`src/core/cpu_entry_pkg.sv`:
```
// constants and carrier types for the cpu reset and interrupt entry sequencer
// What this block does
// RULE1: reset aborts current operation immediately
// RULE2: reset ends when sources done, pin released
// RULE3: six-cycle reset vector fetch and queue fill
// RULE4: reset sets interrupt mask bit
// RULE5: reset loads stack pointer with 0x00ff
// RULE6: reset initialises control, peripherals off, pins hi-z
// RULE7: seven reset sources produce reset
// RULE8: status records most recent reset source
// RULE9: interrupt waits for instruction boundary
// RULE10: vector from highest pending at entry start
// RULE11: push pcl, pch, x, a, ccr in order
// RULE12: mask set after condition codes stacked
// RULE13: vector fetched high byte first
// RULE14: one idle bus cycle after vector fetch
// RULE15: fetch three program bytes from vector
// RULE16: index high byte never stacked
// RULE17: software trap ignores interrupt mask
// RULE18: cleared mask allows nested interrupts
// RULE19: return pops ccr, a, x, pch, pcl
package cpu_entry_pkg;
  localparam int NUM_IRQ = 8;
  localparam logic [15:0] RESET_VEC_HI = 16'hfffe;
  localparam logic [15:0] RESET_VEC_LO = 16'hffff;
  localparam logic [15:0] SWI_VEC_HI = 16'hfffc;
  localparam logic [15:0] IRQ_VEC_TOP = 16'hfffa;
  localparam logic [15:0] STACK_RESET = 16'h00ff;
  localparam logic [7:0] CCR_RESET = 8'h68;
  localparam int CCR_I_BIT = 3;
  localparam logic [2:0] FILL_BYTES = 3'h3;
  localparam int RESET_SEQ_CYCLES = 6;
  localparam int NUM_RST_SRC = 7;
  // reset source bit positions
  localparam int SRC_POR = 0;
  localparam int SRC_LVD = 1;
  localparam int SRC_PIN = 2;
  localparam int SRC_WDOG = 3;
  localparam int SRC_ILOP = 4;
  localparam int SRC_ILAD = 5;
  localparam int SRC_DBG = 6;

  typedef struct packed {
    logic [15:0] addr;
    logic [7:0] wdata;
    logic rd;
    logic wr;
  } bus_req_t;

  typedef struct packed {
    logic [7:0] condition_code_reg;
    logic [7:0] acc;
    logic [7:0] idx_low;
    logic [15:0] pc;
  } ctx_t;
endpackage

```
`src/core/cpu_reset_interrupt_entry.sv`:
```
`timescale 1ns/1ps
// reset and interrupt entry sequencer for the 8-bit core
module cpu_reset_interrupt_entry (
  input wire logic i_sys_clk,
  input wire logic i_rst,
  input wire logic [cpu_entry_pkg::NUM_RST_SRC-1:0] i_rst_src,
  input wire logic i_lvd_en,
  input wire logic i_det_busy,
  input wire logic i_rst_pin_n,
  input wire logic [cpu_entry_pkg::NUM_IRQ-1:0] i_irq_pend,
  input wire logic i_insn_boundary,
  input wire logic i_swi_req,
  input wire logic i_rti_req,
  input wire logic i_ccr_wr,
  input wire logic [7:0] i_ccr_wdata,
  input wire cpu_entry_pkg::ctx_t i_ctx,
  input wire logic [7:0] i_rdata,
  output cpu_entry_pkg::bus_req_t o_bus,
  output logic o_abort,
  output logic o_periph_reset,
  output logic o_pins_hiz,
  output logic o_busy,
  output logic o_run,
  output logic o_queue_valid,
  output logic o_ctx_load,
  output cpu_entry_pkg::ctx_t o_ctx,
  output logic [15:0] o_stack_pointer,
  output logic [7:0] o_condition_code_reg,
  output logic [cpu_entry_pkg::NUM_RST_SRC-1:0] o_reset_source_status
);
  typedef enum logic [8:0] {
    S_RESET = 9'h001,
    S_IDLE = 9'h002,
    S_PUSH = 9'h004,
    S_VHI = 9'h008,
    S_VLO = 9'h010,
    S_FREE = 9'h020,
    S_FILL = 9'h040,
    S_PULL = 9'h080,
    S_RDONE = 9'h100
  } state_t;

  state_t state;
  state_t next_state;
  logic in_reset;
  logic irq_any;
  logic [15:0] irq_vec;
  logic [15:0] vec_addr;
  logic [15:0] vec_base;
  logic [2:0] step;
  logic from_reset;
  logic [7:0] pull_buf [0:3];
  logic irq_take;
  logic swi_take;

  reset_source_capture u_src (
    .i_sys_clk(i_sys_clk),
    .i_rst(i_rst),
    .i_src(i_rst_src),
    .i_lvd_en(i_lvd_en),
    .i_det_busy(i_det_busy),
    .i_rst_pin_n(i_rst_pin_n),
    .o_in_reset(in_reset),
    .o_status(o_reset_source_status)
  );

  irq_priority u_pri (
    .i_sys_clk(i_sys_clk),
    .i_rst(i_rst),
    .i_pend(i_irq_pend),
    .o_any(irq_any),
    .o_vec(irq_vec)
  );

  function automatic logic [7:0] ctx_byte(input cpu_entry_pkg::ctx_t c, input logic [2:0] n);
    logic [7:0] b;
    case (n)
      3'h0: b = c.pc[7:0];
      3'h1: b = c.pc[15:8];
      3'h2: b = c.idx_low;
      3'h3: b = c.acc;
      default: b = c.condition_code_reg;
    endcase
    return b;
  endfunction

  // nested entry allowed whenever the mask bit is clear
  assign irq_take = i_insn_boundary & irq_any &
    ~o_condition_code_reg[cpu_entry_pkg::CCR_I_BIT]; // RULE9 RULE18
  assign swi_take = i_insn_boundary & i_swi_req; // RULE17

  always_comb begin
    next_state = state;
    case (state)
      S_RESET: if (!in_reset) next_state = S_VHI; // RULE2 RULE3
      S_IDLE: begin
        if (i_rti_req && i_insn_boundary) begin
          next_state = S_PULL;
        end else if (swi_take || irq_take) begin
          next_state = S_PUSH;
        end
      end
      S_PUSH: if (step == 3'h4) next_state = S_VHI;
      S_VHI: next_state = S_VLO;
      S_VLO: next_state = S_FREE;
      S_FREE: next_state = S_FILL; // RULE14
      S_FILL: if (step == cpu_entry_pkg::FILL_BYTES - 3'h1) next_state = S_IDLE;
      S_PULL: if (step == 3'h4) next_state = S_RDONE;
      S_RDONE: next_state = S_IDLE;
      default: next_state = S_RESET;
    endcase
  end

  always_ff @(posedge i_sys_clk) begin
    if (i_rst || in_reset) begin
      state <= S_RESET; // RULE1
    end else begin
      state <= next_state;
    end
  end

  always_ff @(posedge i_sys_clk) begin
    if (i_rst || in_reset || next_state != state) begin
      step <= 3'h0;
    end else begin
      step <= step + 3'h1;
    end
  end

  // vector pick and fetch, high byte first
  always_ff @(posedge i_sys_clk) begin
    if (i_rst || in_reset) begin
      vec_base <= cpu_entry_pkg::RESET_VEC_HI;
      vec_addr <= '0;
      from_reset <= 1'b1;
    end else begin
      if (state == S_IDLE && next_state == S_PUSH) begin
        vec_base <= swi_take ? cpu_entry_pkg::SWI_VEC_HI : irq_vec; // RULE10 RULE17
        from_reset <= 1'b0;
      end
      if (state == S_VHI) vec_addr[15:8] <= i_rdata; // RULE13
      if (state == S_VLO) vec_addr[7:0] <= i_rdata; // RULE13
    end
  end

  always_ff @(posedge i_sys_clk) begin
    if (i_rst || in_reset) begin
      o_bus <= '0;
    end else begin
      o_bus <= '0;
      case (next_state)
        S_PUSH: begin
          o_bus.wr <= 1'b1;
          o_bus.addr <= (state == S_PUSH) ? o_stack_pointer - 16'h0001 : o_stack_pointer;
          o_bus.wdata <= ctx_byte(i_ctx, (state == S_PUSH) ? step + 3'h1 : 3'h0); // RULE11 RULE16
        end
        S_VHI: begin
          o_bus.rd <= 1'b1;
          o_bus.addr <= (state == S_RESET) ? cpu_entry_pkg::RESET_VEC_HI : vec_base;
        end
        S_VLO: begin
          o_bus.rd <= 1'b1;
          o_bus.addr <= from_reset ? cpu_entry_pkg::RESET_VEC_LO : vec_base + 16'h0001;
        end
        S_FILL: begin
          o_bus.rd <= 1'b1; // RULE15
          o_bus.addr <= (state == S_FILL) ? o_bus.addr + 16'h0001 : vec_addr;
        end
        S_PULL: begin
          o_bus.rd <= 1'b1;
          o_bus.addr <= (state == S_PULL) ? o_bus.addr + 16'h0001 : o_stack_pointer + 16'h0001;
        end
        default: o_bus <= '0;
      endcase
    end
  end

  always_ff @(posedge i_sys_clk) begin
    if (i_rst || in_reset) begin
      o_stack_pointer <= cpu_entry_pkg::STACK_RESET; // RULE5
    end else if (state == S_PUSH) begin
      o_stack_pointer <= o_stack_pointer - 16'h0001;
    end else if (state == S_PULL) begin
      o_stack_pointer <= o_stack_pointer + 16'h0001;
    end
  end

  always_ff @(posedge i_sys_clk) begin
    if (i_rst || in_reset) begin
      o_condition_code_reg <= cpu_entry_pkg::CCR_RESET; // RULE4
    end else if (state == S_PUSH && step == 3'h4) begin
      o_condition_code_reg[cpu_entry_pkg::CCR_I_BIT] <= 1'b1; // RULE12
    end else if (state == S_RDONE) begin
      o_condition_code_reg <= pull_buf[0];
    end else if (i_ccr_wr && state == S_IDLE) begin
      o_condition_code_reg <= i_ccr_wdata;
    end
  end

  // pop order ccr, a, x, pch, pcl
  always_ff @(posedge i_sys_clk) begin
    if (state == S_PULL && step != 3'h4) begin
      pull_buf[step[1:0]] <= i_rdata; // RULE19
    end
  end

  always_ff @(posedge i_sys_clk) begin
    if (i_rst || in_reset) begin
      o_ctx <= '0;
      o_ctx_load <= 1'b0;
    end else begin
      o_ctx_load <= (state == S_RDONE);
      if (state == S_PULL && step == 3'h4) begin
        o_ctx.condition_code_reg <= pull_buf[0];
        o_ctx.acc <= pull_buf[1];
        o_ctx.idx_low <= pull_buf[2];
        o_ctx.pc <= {pull_buf[3], i_rdata};
      end
    end
  end

  always_ff @(posedge i_sys_clk) begin
    if (i_rst || in_reset) begin
      o_abort <= 1'b1; // RULE1
      o_periph_reset <= 1'b1; // RULE6
      o_pins_hiz <= 1'b1; // RULE6
      o_busy <= 1'b1;
      o_run <= 1'b0;
      o_queue_valid <= 1'b0;
    end else begin
      o_abort <= 1'b0;
      o_periph_reset <= 1'b0;
      o_pins_hiz <= 1'b0;
      o_busy <= (next_state != S_IDLE);
      o_run <= (next_state == S_IDLE);
      o_queue_valid <= (state == S_FILL && next_state == S_IDLE);
    end
  end

  // helper for reset sequence length
  logic [3:0] rst_cyc;
  always_ff @(posedge i_sys_clk) begin
    if (i_rst || in_reset) begin
      rst_cyc <= '0;
    end else if (from_reset && state != S_RESET && state != S_IDLE) begin
      rst_cyc <= rst_cyc + 4'h1;
    end
  end
endmodule // cpu_reset_interrupt_entry

```
`src/core/reset_source_capture.sv`:
```
`timescale 1ns/1ps
// reset source synchroniser, combiner and status register
module reset_source_capture (
  input wire logic i_sys_clk,
  input wire logic i_rst,
  input wire logic [cpu_entry_pkg::NUM_RST_SRC-1:0] i_src,
  input wire logic i_lvd_en,
  input wire logic i_det_busy,
  input wire logic i_rst_pin_n,
  output logic o_in_reset,
  output logic [cpu_entry_pkg::NUM_RST_SRC-1:0] o_status
);
  logic [cpu_entry_pkg::NUM_RST_SRC-1:0] src_s1;
  logic [cpu_entry_pkg::NUM_RST_SRC-1:0] src_s2;
  logic [1:0] pin_s;
  logic [1:0] busy_s;
  logic [cpu_entry_pkg::NUM_RST_SRC-1:0] eff;

  always_ff @(posedge i_sys_clk) begin
    src_s1 <= i_src;
    src_s2 <= src_s1;
    pin_s <= {pin_s[0], i_rst_pin_n};
    busy_s <= {busy_s[0], i_det_busy};
  end

  always_comb begin
    eff = src_s2; // RULE7
    eff[cpu_entry_pkg::SRC_LVD] = src_s2[cpu_entry_pkg::SRC_LVD] & i_lvd_en;
    eff[cpu_entry_pkg::SRC_PIN] = ~pin_s[1];
  end

  // held in reset while any source, detection, or pin is active
  always_ff @(posedge i_sys_clk) begin
    if (i_rst) begin
      o_in_reset <= 1'b1;
    end else begin
      o_in_reset <= (|eff) | busy_s[1]; // RULE2
    end
  end

  // latch sources seen during a reset event; a new event replaces old record
  always_ff @(posedge i_sys_clk) begin
    if (i_rst) begin
      o_status <= '0;
    end else if (|eff) begin
      if (!o_in_reset) begin
        o_status <= eff; // RULE8
      end else begin
        o_status <= o_status | eff;
      end
    end
  end
endmodule // reset_source_capture

```
`src/core/irq_priority.sv`:
```
`timescale 1ns/1ps
// fixed priority selection of pending interrupt, lowest index wins
module irq_priority (
  input wire logic i_sys_clk,
  input wire logic i_rst,
  input wire logic [cpu_entry_pkg::NUM_IRQ-1:0] i_pend,
  output logic o_any,
  output logic [15:0] o_vec
);
  function automatic logic [15:0] vec_of(input logic [cpu_entry_pkg::NUM_IRQ-1:0] p);
    logic [15:0] v;
    v = cpu_entry_pkg::IRQ_VEC_TOP;
    for (int k = cpu_entry_pkg::NUM_IRQ - 1; k >= 0; k--) begin
      if (p[k]) begin
        v = cpu_entry_pkg::IRQ_VEC_TOP - 16'(2 * k);
      end
    end
    return v;
  endfunction

  always_ff @(posedge i_sys_clk) begin
    if (i_rst) begin
      o_any <= 1'b0;
      o_vec <= cpu_entry_pkg::IRQ_VEC_TOP;
    end else begin
      o_any <= |i_pend;
      o_vec <= vec_of(i_pend);
    end
  end
endmodule // irq_priority

```
`config.mk`:
```
export PLATFORM = sky130hd
export DESIGN_NAME = cpu_reset_interrupt_entry
export DESIGN_NICKNAME = d
export VERILOG_FILES = /design/src/core/cpu_entry_pkg.sv /design/src/core/cpu_reset_interrupt_entry.sv /design/src/core/reset_source_capture.sv /design/src/core/irq_priority.sv
export SDC_FILE = /design/constraint.sdc
export NUM_CORES = 1
export LEC_CHECK = 0
export BUFFER_PORTS_ARGS = -buffer_cell sky130_fd_sc_hd__buf_2
export CORE_UTILIZATION = 24
export DETAILED_ROUTE_END_ITERATION = 16
export PLACE_DENSITY = 0.48
export SYNTH_ARGS = -nofsm -noshare
export SYNTH_HDL_FRONTEND = slang
export SYNTH_SLANG_ARGS = --single-unit
```
`constraint.sdc`:
```
create_clock -name i_sys_clk -period 2.4 [get_ports i_sys_clk]
set_input_delay 0.48 -clock i_sys_clk [delete_from_list [all_inputs] [get_ports i_sys_clk]]
set_output_delay 0.48 -clock i_sys_clk [all_outputs]
set_load 0.05 [all_outputs]
```
# --- Word level (Yosys, flattened, before mapping) ---
# Memories as Yosys holds them, arrays and structs flattened. A register that Yosys moved wholly into a read port is not among the register bits.
# Index checks and enable logic that the tools add are counted.
classes:
  addsub: 5
  eq_ne: 23
  n_mux: 33
  bitwise_logic: 10
  reduce_logical: 23
ops:
  columns: ["op", "n"]
  rows:
  - ["$mux W16", 8]
  - ["$pmux W9 S9", 1]
  - ["$pmux W16 S5", 1]
  - ["$mux W9", 6]
  - ["$add A16 B1 Y16 const B", 3]
  - ["$pmux W8 S4", 1]
  - ["$eq A9 B2 Y1 const B", 2]
  - ["$eq A9 B3 Y1 const B", 2]
  - ["$eq A9 B4 Y1 const B", 2]
  - ["$eq A9 B5 Y1 const B", 2]
  - ["$eq A9 B7 Y1 const B", 2]
  - ["$eq A9 B8 Y1 const B", 2]
  - ["$mux W4", 4]
  - ["$mux W8", 2]
  - ["$reduce_or A8 Y1", 2]
  - ["$sub A16 B1 Y16 const B", 1]
  - ["$reduce_or A7 Y1", 2]
  - ["$mux W5", 2]
  - ["$eq A3 B2 Y1 const B", 3]
  - ["$eq A9 B1 Y1 const B", 1]
  - ["$eq A9 B6 Y1 const B", 1]
  - ["$eq A9 B9 Y1 const B", 1]
  - ["$ne A9 B2 Y1 const B", 1]
  - ["$ne A9 B9 Y1", 1]
  - ["20 further kinds", 41]
totals:
  ff_bits: 167
  ramBits: 32
  mem_count: 1
mem_list:
  columns: ["name", "depth", "word_bits", "read_ports", "rd_ports_with_merged_regs", "write_ports", "line", "source"]
  rows:
  - ["pull_buf", 4, 8, 4, 3, 1, "cpu_reset_interrupt_entry.sv:52", "logic [7:0] pull_buf [0:3];"]

# --- Longest topological paths before layout ---
depth:
  word_depth: 9
  ltp_mapped: 10

# --- Hierarchy ---
# From an unflattened synthesis, not the netlist that was laid out.
unflattened:
  hier_cells: 1108
  area_unflattened_um2: 9531.6
by_module_without_submodules:
  columns: ["module", "n_inst", "cells_per_inst", "area_each_um2", "seq_area_each_um2"]
  rows:
  - ["cpu_reset_interrupt_entry", 1, 1020, 8569.5, 3763.6]
  - ["reset_source_capture", 1, 52, 653.1, 480.5]
  - ["irq_priority", 1, 36, 309.0, 100.1]

# --- Worst setup path after synthesis ---
# Ideal clock, no wire load.
synth_path:
  path_kind: "register to register"
  start: "register o_stack_pointer[11]"
  end: "register o_bus[25] (netlist bit)"
  setup_time_ps: 122
  arrival_time_ps: 2234
  required_ps: 2278
  slack_ps: 44
  stages_incl_launch_ff: 8
  path_buffers: 1
  cell_sequence: "dfxtp_1 -> clkbuf_1 -> or4_1 -> nand2b_1 -> nor4_1 -> xnor2_1 -> o21ai_0 -> a221o_1"
synth_between:
  elab_chain_len: 3
  elab_cells_between_ends: 5
synth_rtl:
  columns: ["item", "line", "source"]
  rows:
  - ["from (decl)", "cpu_reset_interrupt_entry.sv:27", "output logic [15:0] o_stack_pointer,"]
  - ["from (signal assigned)", "cpu_reset_interrupt_entry.sv:180", "o_stack_pointer <= cpu_entry_pkg::STACK_RESET;"]
  - ["from (signal assigned)", "cpu_reset_interrupt_entry.sv:182", "o_stack_pointer <= o_stack_pointer - 16'h0001;"]
  - ["from (signal assigned)", "cpu_reset_interrupt_entry.sv:184", "o_stack_pointer <= o_stack_pointer + 16'h0001;"]
  - ["$add A16 B1 Y16 or $sub A16 B1 Y16 (tied branches)", "cpu_reset_interrupt_entry.sv:171, cpu_reset_interrupt_entry.sv:154", null]
  - ["$mux W16 (on tied branches)", "cpu_reset_interrupt_entry.sv:171, cpu_reset_interrupt_entry.sv:154", null]
  - ["$pmux W16 S5 (*)", "cpu_reset_interrupt_entry.sv:151", "case (next_state)"]
  - ["to (decl)", "cpu_reset_interrupt_entry.sv:18", "output cpu_entry_pkg::bus_req_t o_bus,"]
# Every way passes the cells marked *; elsewhere a longest branch is shown, timed or not.
# A chain may end at the register's enable or synchronous reset.

# --- Final worst setup path ---
layout_path:
  start: "register state[2]"
  end: "register step[2]"
layout_between:
  elab_chain_len: 5
  elab_cells_between_ends: 18
layout_rtl:
  columns: ["item", "line", "source"]
  rows:
  - ["from (decl)", "cpu_reset_interrupt_entry.sv:43", "state_t state;"]
  - ["from (signal assigned)", "cpu_reset_interrupt_entry.sv:118", "state <= next_state;"]
  - ["branches (longest 3 deep; another with $eq A9 B9 Y1)", null, null]
  - ["$ne A9 B9 Y1 (*)", "cpu_reset_interrupt_entry.sv:123", "if (i_rst || in_reset || next_state != state) begin"]
  - ["$logic_or A1 B1 Y1 (*)", "cpu_reset_interrupt_entry.sv:123", null]
  - ["to (signal assigned)", "cpu_reset_interrupt_entry.sv:126", "step <= step + 3'h1;"]
  - ["to (decl)", "cpu_reset_interrupt_entry.sv:50", "logic [2:0] step;"]
# Every way passes the cells marked *.

==> qor.csv <==
stage;metric;value;unit
status;status;complete, no violations;
die;initial_core_util;24.56;%
layout;multi_input_area;0.004066;sq mm
critical_path;crit_type;flip-flop to flip-flop;
global_routing;first_global_vias;7307;
drt;drc;0;
min_path;whs_endpoint;u_src.src_s1[4];
critical_path;critPathMaxFanout;6;
sta;setup_viol;0;
min_path;hold_path.class;input port to flip-flop;
synthesis;synth_edf_count;32;
layout;areaGrowthSynthToFinish;29.13;%
drt;antenna_left;0;
die;die_area;0.03629;sq mm
drt;drt_iter0_drc;493;
sta;fin_worst_skew;0.01334;ns
layout;fin_util;31.72;%
layout;layoutNonFillerInstCount;1628;
synthesis;yosys_warnings;0;
synthesis;synth.yosys.seq_area_share;48.13;%
sta;fin_crit_sh;96.15;%
die;rows;68;
global_routing;grt_pass1_wl;42330;um
clocking;cts_root_buf;clkbuf_16;
power;power_leakage;4.238;nW
layout;stdcell_area;0.01101;sq mm
critical_path;r2r-start;state[2];
drt;first_pass_iters;5;
layout;fill_cells;3699;
flow_run;max_cap_viol_count;0;
synthesis;syn-num-nets;1029;
placement;dp_cells;1595;
clocking;cts.sinks;189;
critical_path;crit_path_end_kind;flip-flop;
die;dieWidth;190.5;um
die;dieHeight;190.5;um
placement;place_congestion;0.8560;
sta;slew_viol_final;0;
synthesis;yosysUniqueCellTypes;74;
layout;largest_register_ff_count;40;
die;pin_count;184;
sta;slew_headroom;50.24;%
clocking;cts_tree;built;
sta;layout_min_cycle_time;2.308;ns
critical_path;rr_worst_depth;8;
layout;final_nets;1248;
synthesis;synth_area;0.008527;sq mm
critical_path;worstSetupStartpointType;flip-flop;
drt;wirelength;27680;um
drt;via_per_inst;4.674;
clocking;path_clk_slew;0.08;ns
sta;rsz0062_at_grt;false;
drt;via_count;7610;
critical_path;arrival;2.67;ns
power;pwr_density_cell;583.5;mW/mm^2
synthesis;syn_inst;941;
critical_path;rrSetupSlack;0.09;ns
synthesis;ys_async_sr_fraction;0;%
sta;fmax;0.4334;GHz
clocking;cts_buffers;17;
power;vdd_drop_max;0.5362;mV
drt;wl_per_cell;17.00;um
min_path;min_path_cells;1;
die;core;0.03471;sq mm
clocking;clk_latency;0.45;ns
placement;dp_hpwl;20520;um
global_routing;overflow;0;
sta;worst_pin_slew;0.7410;ns
sta;hold_viol_final;0;
critical_path;r2r_end;step[2];
synthesis;syn_area_per_cell;9.062;sq um
layout;register_area;0.004104;sq mm
layout;drive_gt1_share;28.56;%
min_path;hold_path_startpoint;i_rst_src[4];
critical_path;worstPathRequired;2.76;ns
synthesis;ys_ff_latch;189;
layout;largest_register;o_ctx;
layout;antennaDiodeCount;0;
synthesis;synth_flop_cell;dfxtp_1;
clocking;cts_htree_levels;4;
global_routing;grt_max_degree;50;
clocking;cts_buffer_depth;2;
clocking;ctsHoldBuffers;0;
sta;whs;0.1324;ns
sta;finalSetupTns;0;ns
placement;portBuffers;182;
global_routing;grt_usage;15.41;%
placement;dpl_cell_area;0.01038;sq mm
global_routing;antenna_found_initial;0;
## cell usage in the layout, fill, tap and decap left out, drive strengths merged, types with 3 or more instances in the layout
| cell type | count |
|---|---|
| inv | 27 |
| nand2b | 8 |
| a41oi | 3 |
| o21a | 3 |
| nand3b | 4 |
| buf | 263 |
| edfxtp | 32 |
| xnor2 | 33 |
| ha | 8 |
| nor2 | 83 |
| and2 | 3 |
| a31oi | 13 |
| nor3b | 3 |
| dfxtp | 157 |
| nand3 | 42 |
| mux2 | 8 |
| a221oi | 9 |
| a21oi | 80 |
| mux2i | 18 |
| nor2b | 5 |
| o211ai | 5 |
| nand4b | 3 |
| nand4 | 15 |
| nand2 | 151 |
| and3 | 8 |
| a211o | 8 |
| o21ai | 23 |
| nor4 | 16 |
| or4 | 3 |
| nor3 | 27 |
| a211oi | 15 |
| o22ai | 8 |
| nor4b | 3 |
| xor2 | 23 |
| o31ai | 4 |
| and4 | 5 |
| clkbuf | 19 |
| o22a | 4 |
| or3 | 7 |
| a21o | 4 |
## worst max-delay path by stage
stage                     slack, ns        end  cells past startpoint                start
after floorplan                0.04  o_bus[25]                      7  o_stack_pointer[11]
after global placement         0.15   o_bus[2]                      6              step[0]
after detailed placement       0.14   o_bus[2]                      6              step[0]
after CTS                      0.11   o_bus[2]                      6              step[0]
after global routing          0.008    step[0]                      8             state[2]
final                          0.09    step[2]                      8             state[2]
## synth_stat cells, types with 5 or more instances
master / count / area [sq um]
and3_1: 8 / 50.05
nand2_1: 149 / 559.3
ha_1: 8 / 100.1
a211oi_1: 14 / 105.1
nor4_1: 16 / 100.1
nor3_1: 21 / 105.1
a21oi_1: 76 / 380.4
o22ai_1: 8 / 50.05
a31oi_1: 12 / 75.07
a211o_1: 8 / 70.07
inv_1: 16 / 60.06
a221oi_1: 9 / 78.83
nor2_1: 82 / 307.8
nand3_1: 42 / 210.2
edfxtp_1: 32 / 960.9
xor2_1: 23 / 201.4
and4_1: 5 / 43.79
dfxtp_1: 157 / 3143
mux2i_1: 18 / 180.2
buf_2: 10 / 50.05
clkbuf_1: 40 / 150.1
mux2_2: 8 / 90.09
xnor2_1: 33 / 289.0
nand2b_1: 7 / 43.79
buf_4: 6 / 45.04
nand4_1: 14 / 87.58
o21ai_0: 23 / 115.1
nor2b_1: 5 / 31.28
## kinds of logic after synthesis
family / Yosys count / share of synthesized area [%]
AO/OA/AOI/OAI: 193 / 14.81
adder cells (fa/ha/maj): 8 / 1.174
AND/OR/NAND/NOR: 389 / 22.58
buffers and inverters: 80 / 4.387
XOR/XNOR: 56 / 5.752
multiplexers: 26 / 3.169
flip-flops: 189 / 48.13
## critical path, stage by stage, from the launching register on
cell and delay (ns):
dfxtp_1 0.33, buf_4 0.16, or3_1 0.41, or3_4 0.39, nor3_4 0.25, nor4_1 0.06
nand4b_1 0.19, buf_4 0.18, nor4_1 0.24
## timing repair
action | 4_1_cts | 5_1_grt
setup buffers | 0 | 1
gates resized for setup | 0 | 2
endpoints found under the setup margin | 0 | 7
## where the power goes
part	total (mW)	switching [mW]	internal, mW	leakage (nW)
Combinational	0.180	0.104	0.0766	2.37
Sequential	3.25	0.00985	3.24	1.56
Clock	2.99	1.39	1.60	0.302
Total	6.42	1.50	4.92	4.24
## metal layers
| metal | part of all wire, % | global-route usage (%) | up-vias |
|---|---|---|---|
| li1 | - | - | 3777 |
| met1 | 46 | 20.46 | 3554 |
| met2 | 46 | 24.52 | 252 |
| met3 | 5.7 | 3.460 | 27 |
| met4 | 1.8 | 5.169 | 0 |
| met5 | 0 | 0 | - |
## area by class of cell
class                      instances  share of cell area, %
timing repair buffer             263                  14.48
multi-input combinational        672                  36.93
inverter                          17                 0.5795
clock buffer                      19                  4.318
sequential                       189                  37.27
tap                              455                  5.170
clock inverter                    13                  1.250
## metrics by stage
| stage | worst slack [ns] | total power, mW |
|---|---|---|
| floorplan | 0.04392 | 3.397 |
| global placement | 0.1481 | 3.510 |
| detailed placement | 0.1392 | 3.509 |
| CTS | 0.1065 | 6.533 |
| global route | 0.008117 | 6.682 |
| finish | 0.09240 | 6.425 |
Power figures use the tool's default switching activity.
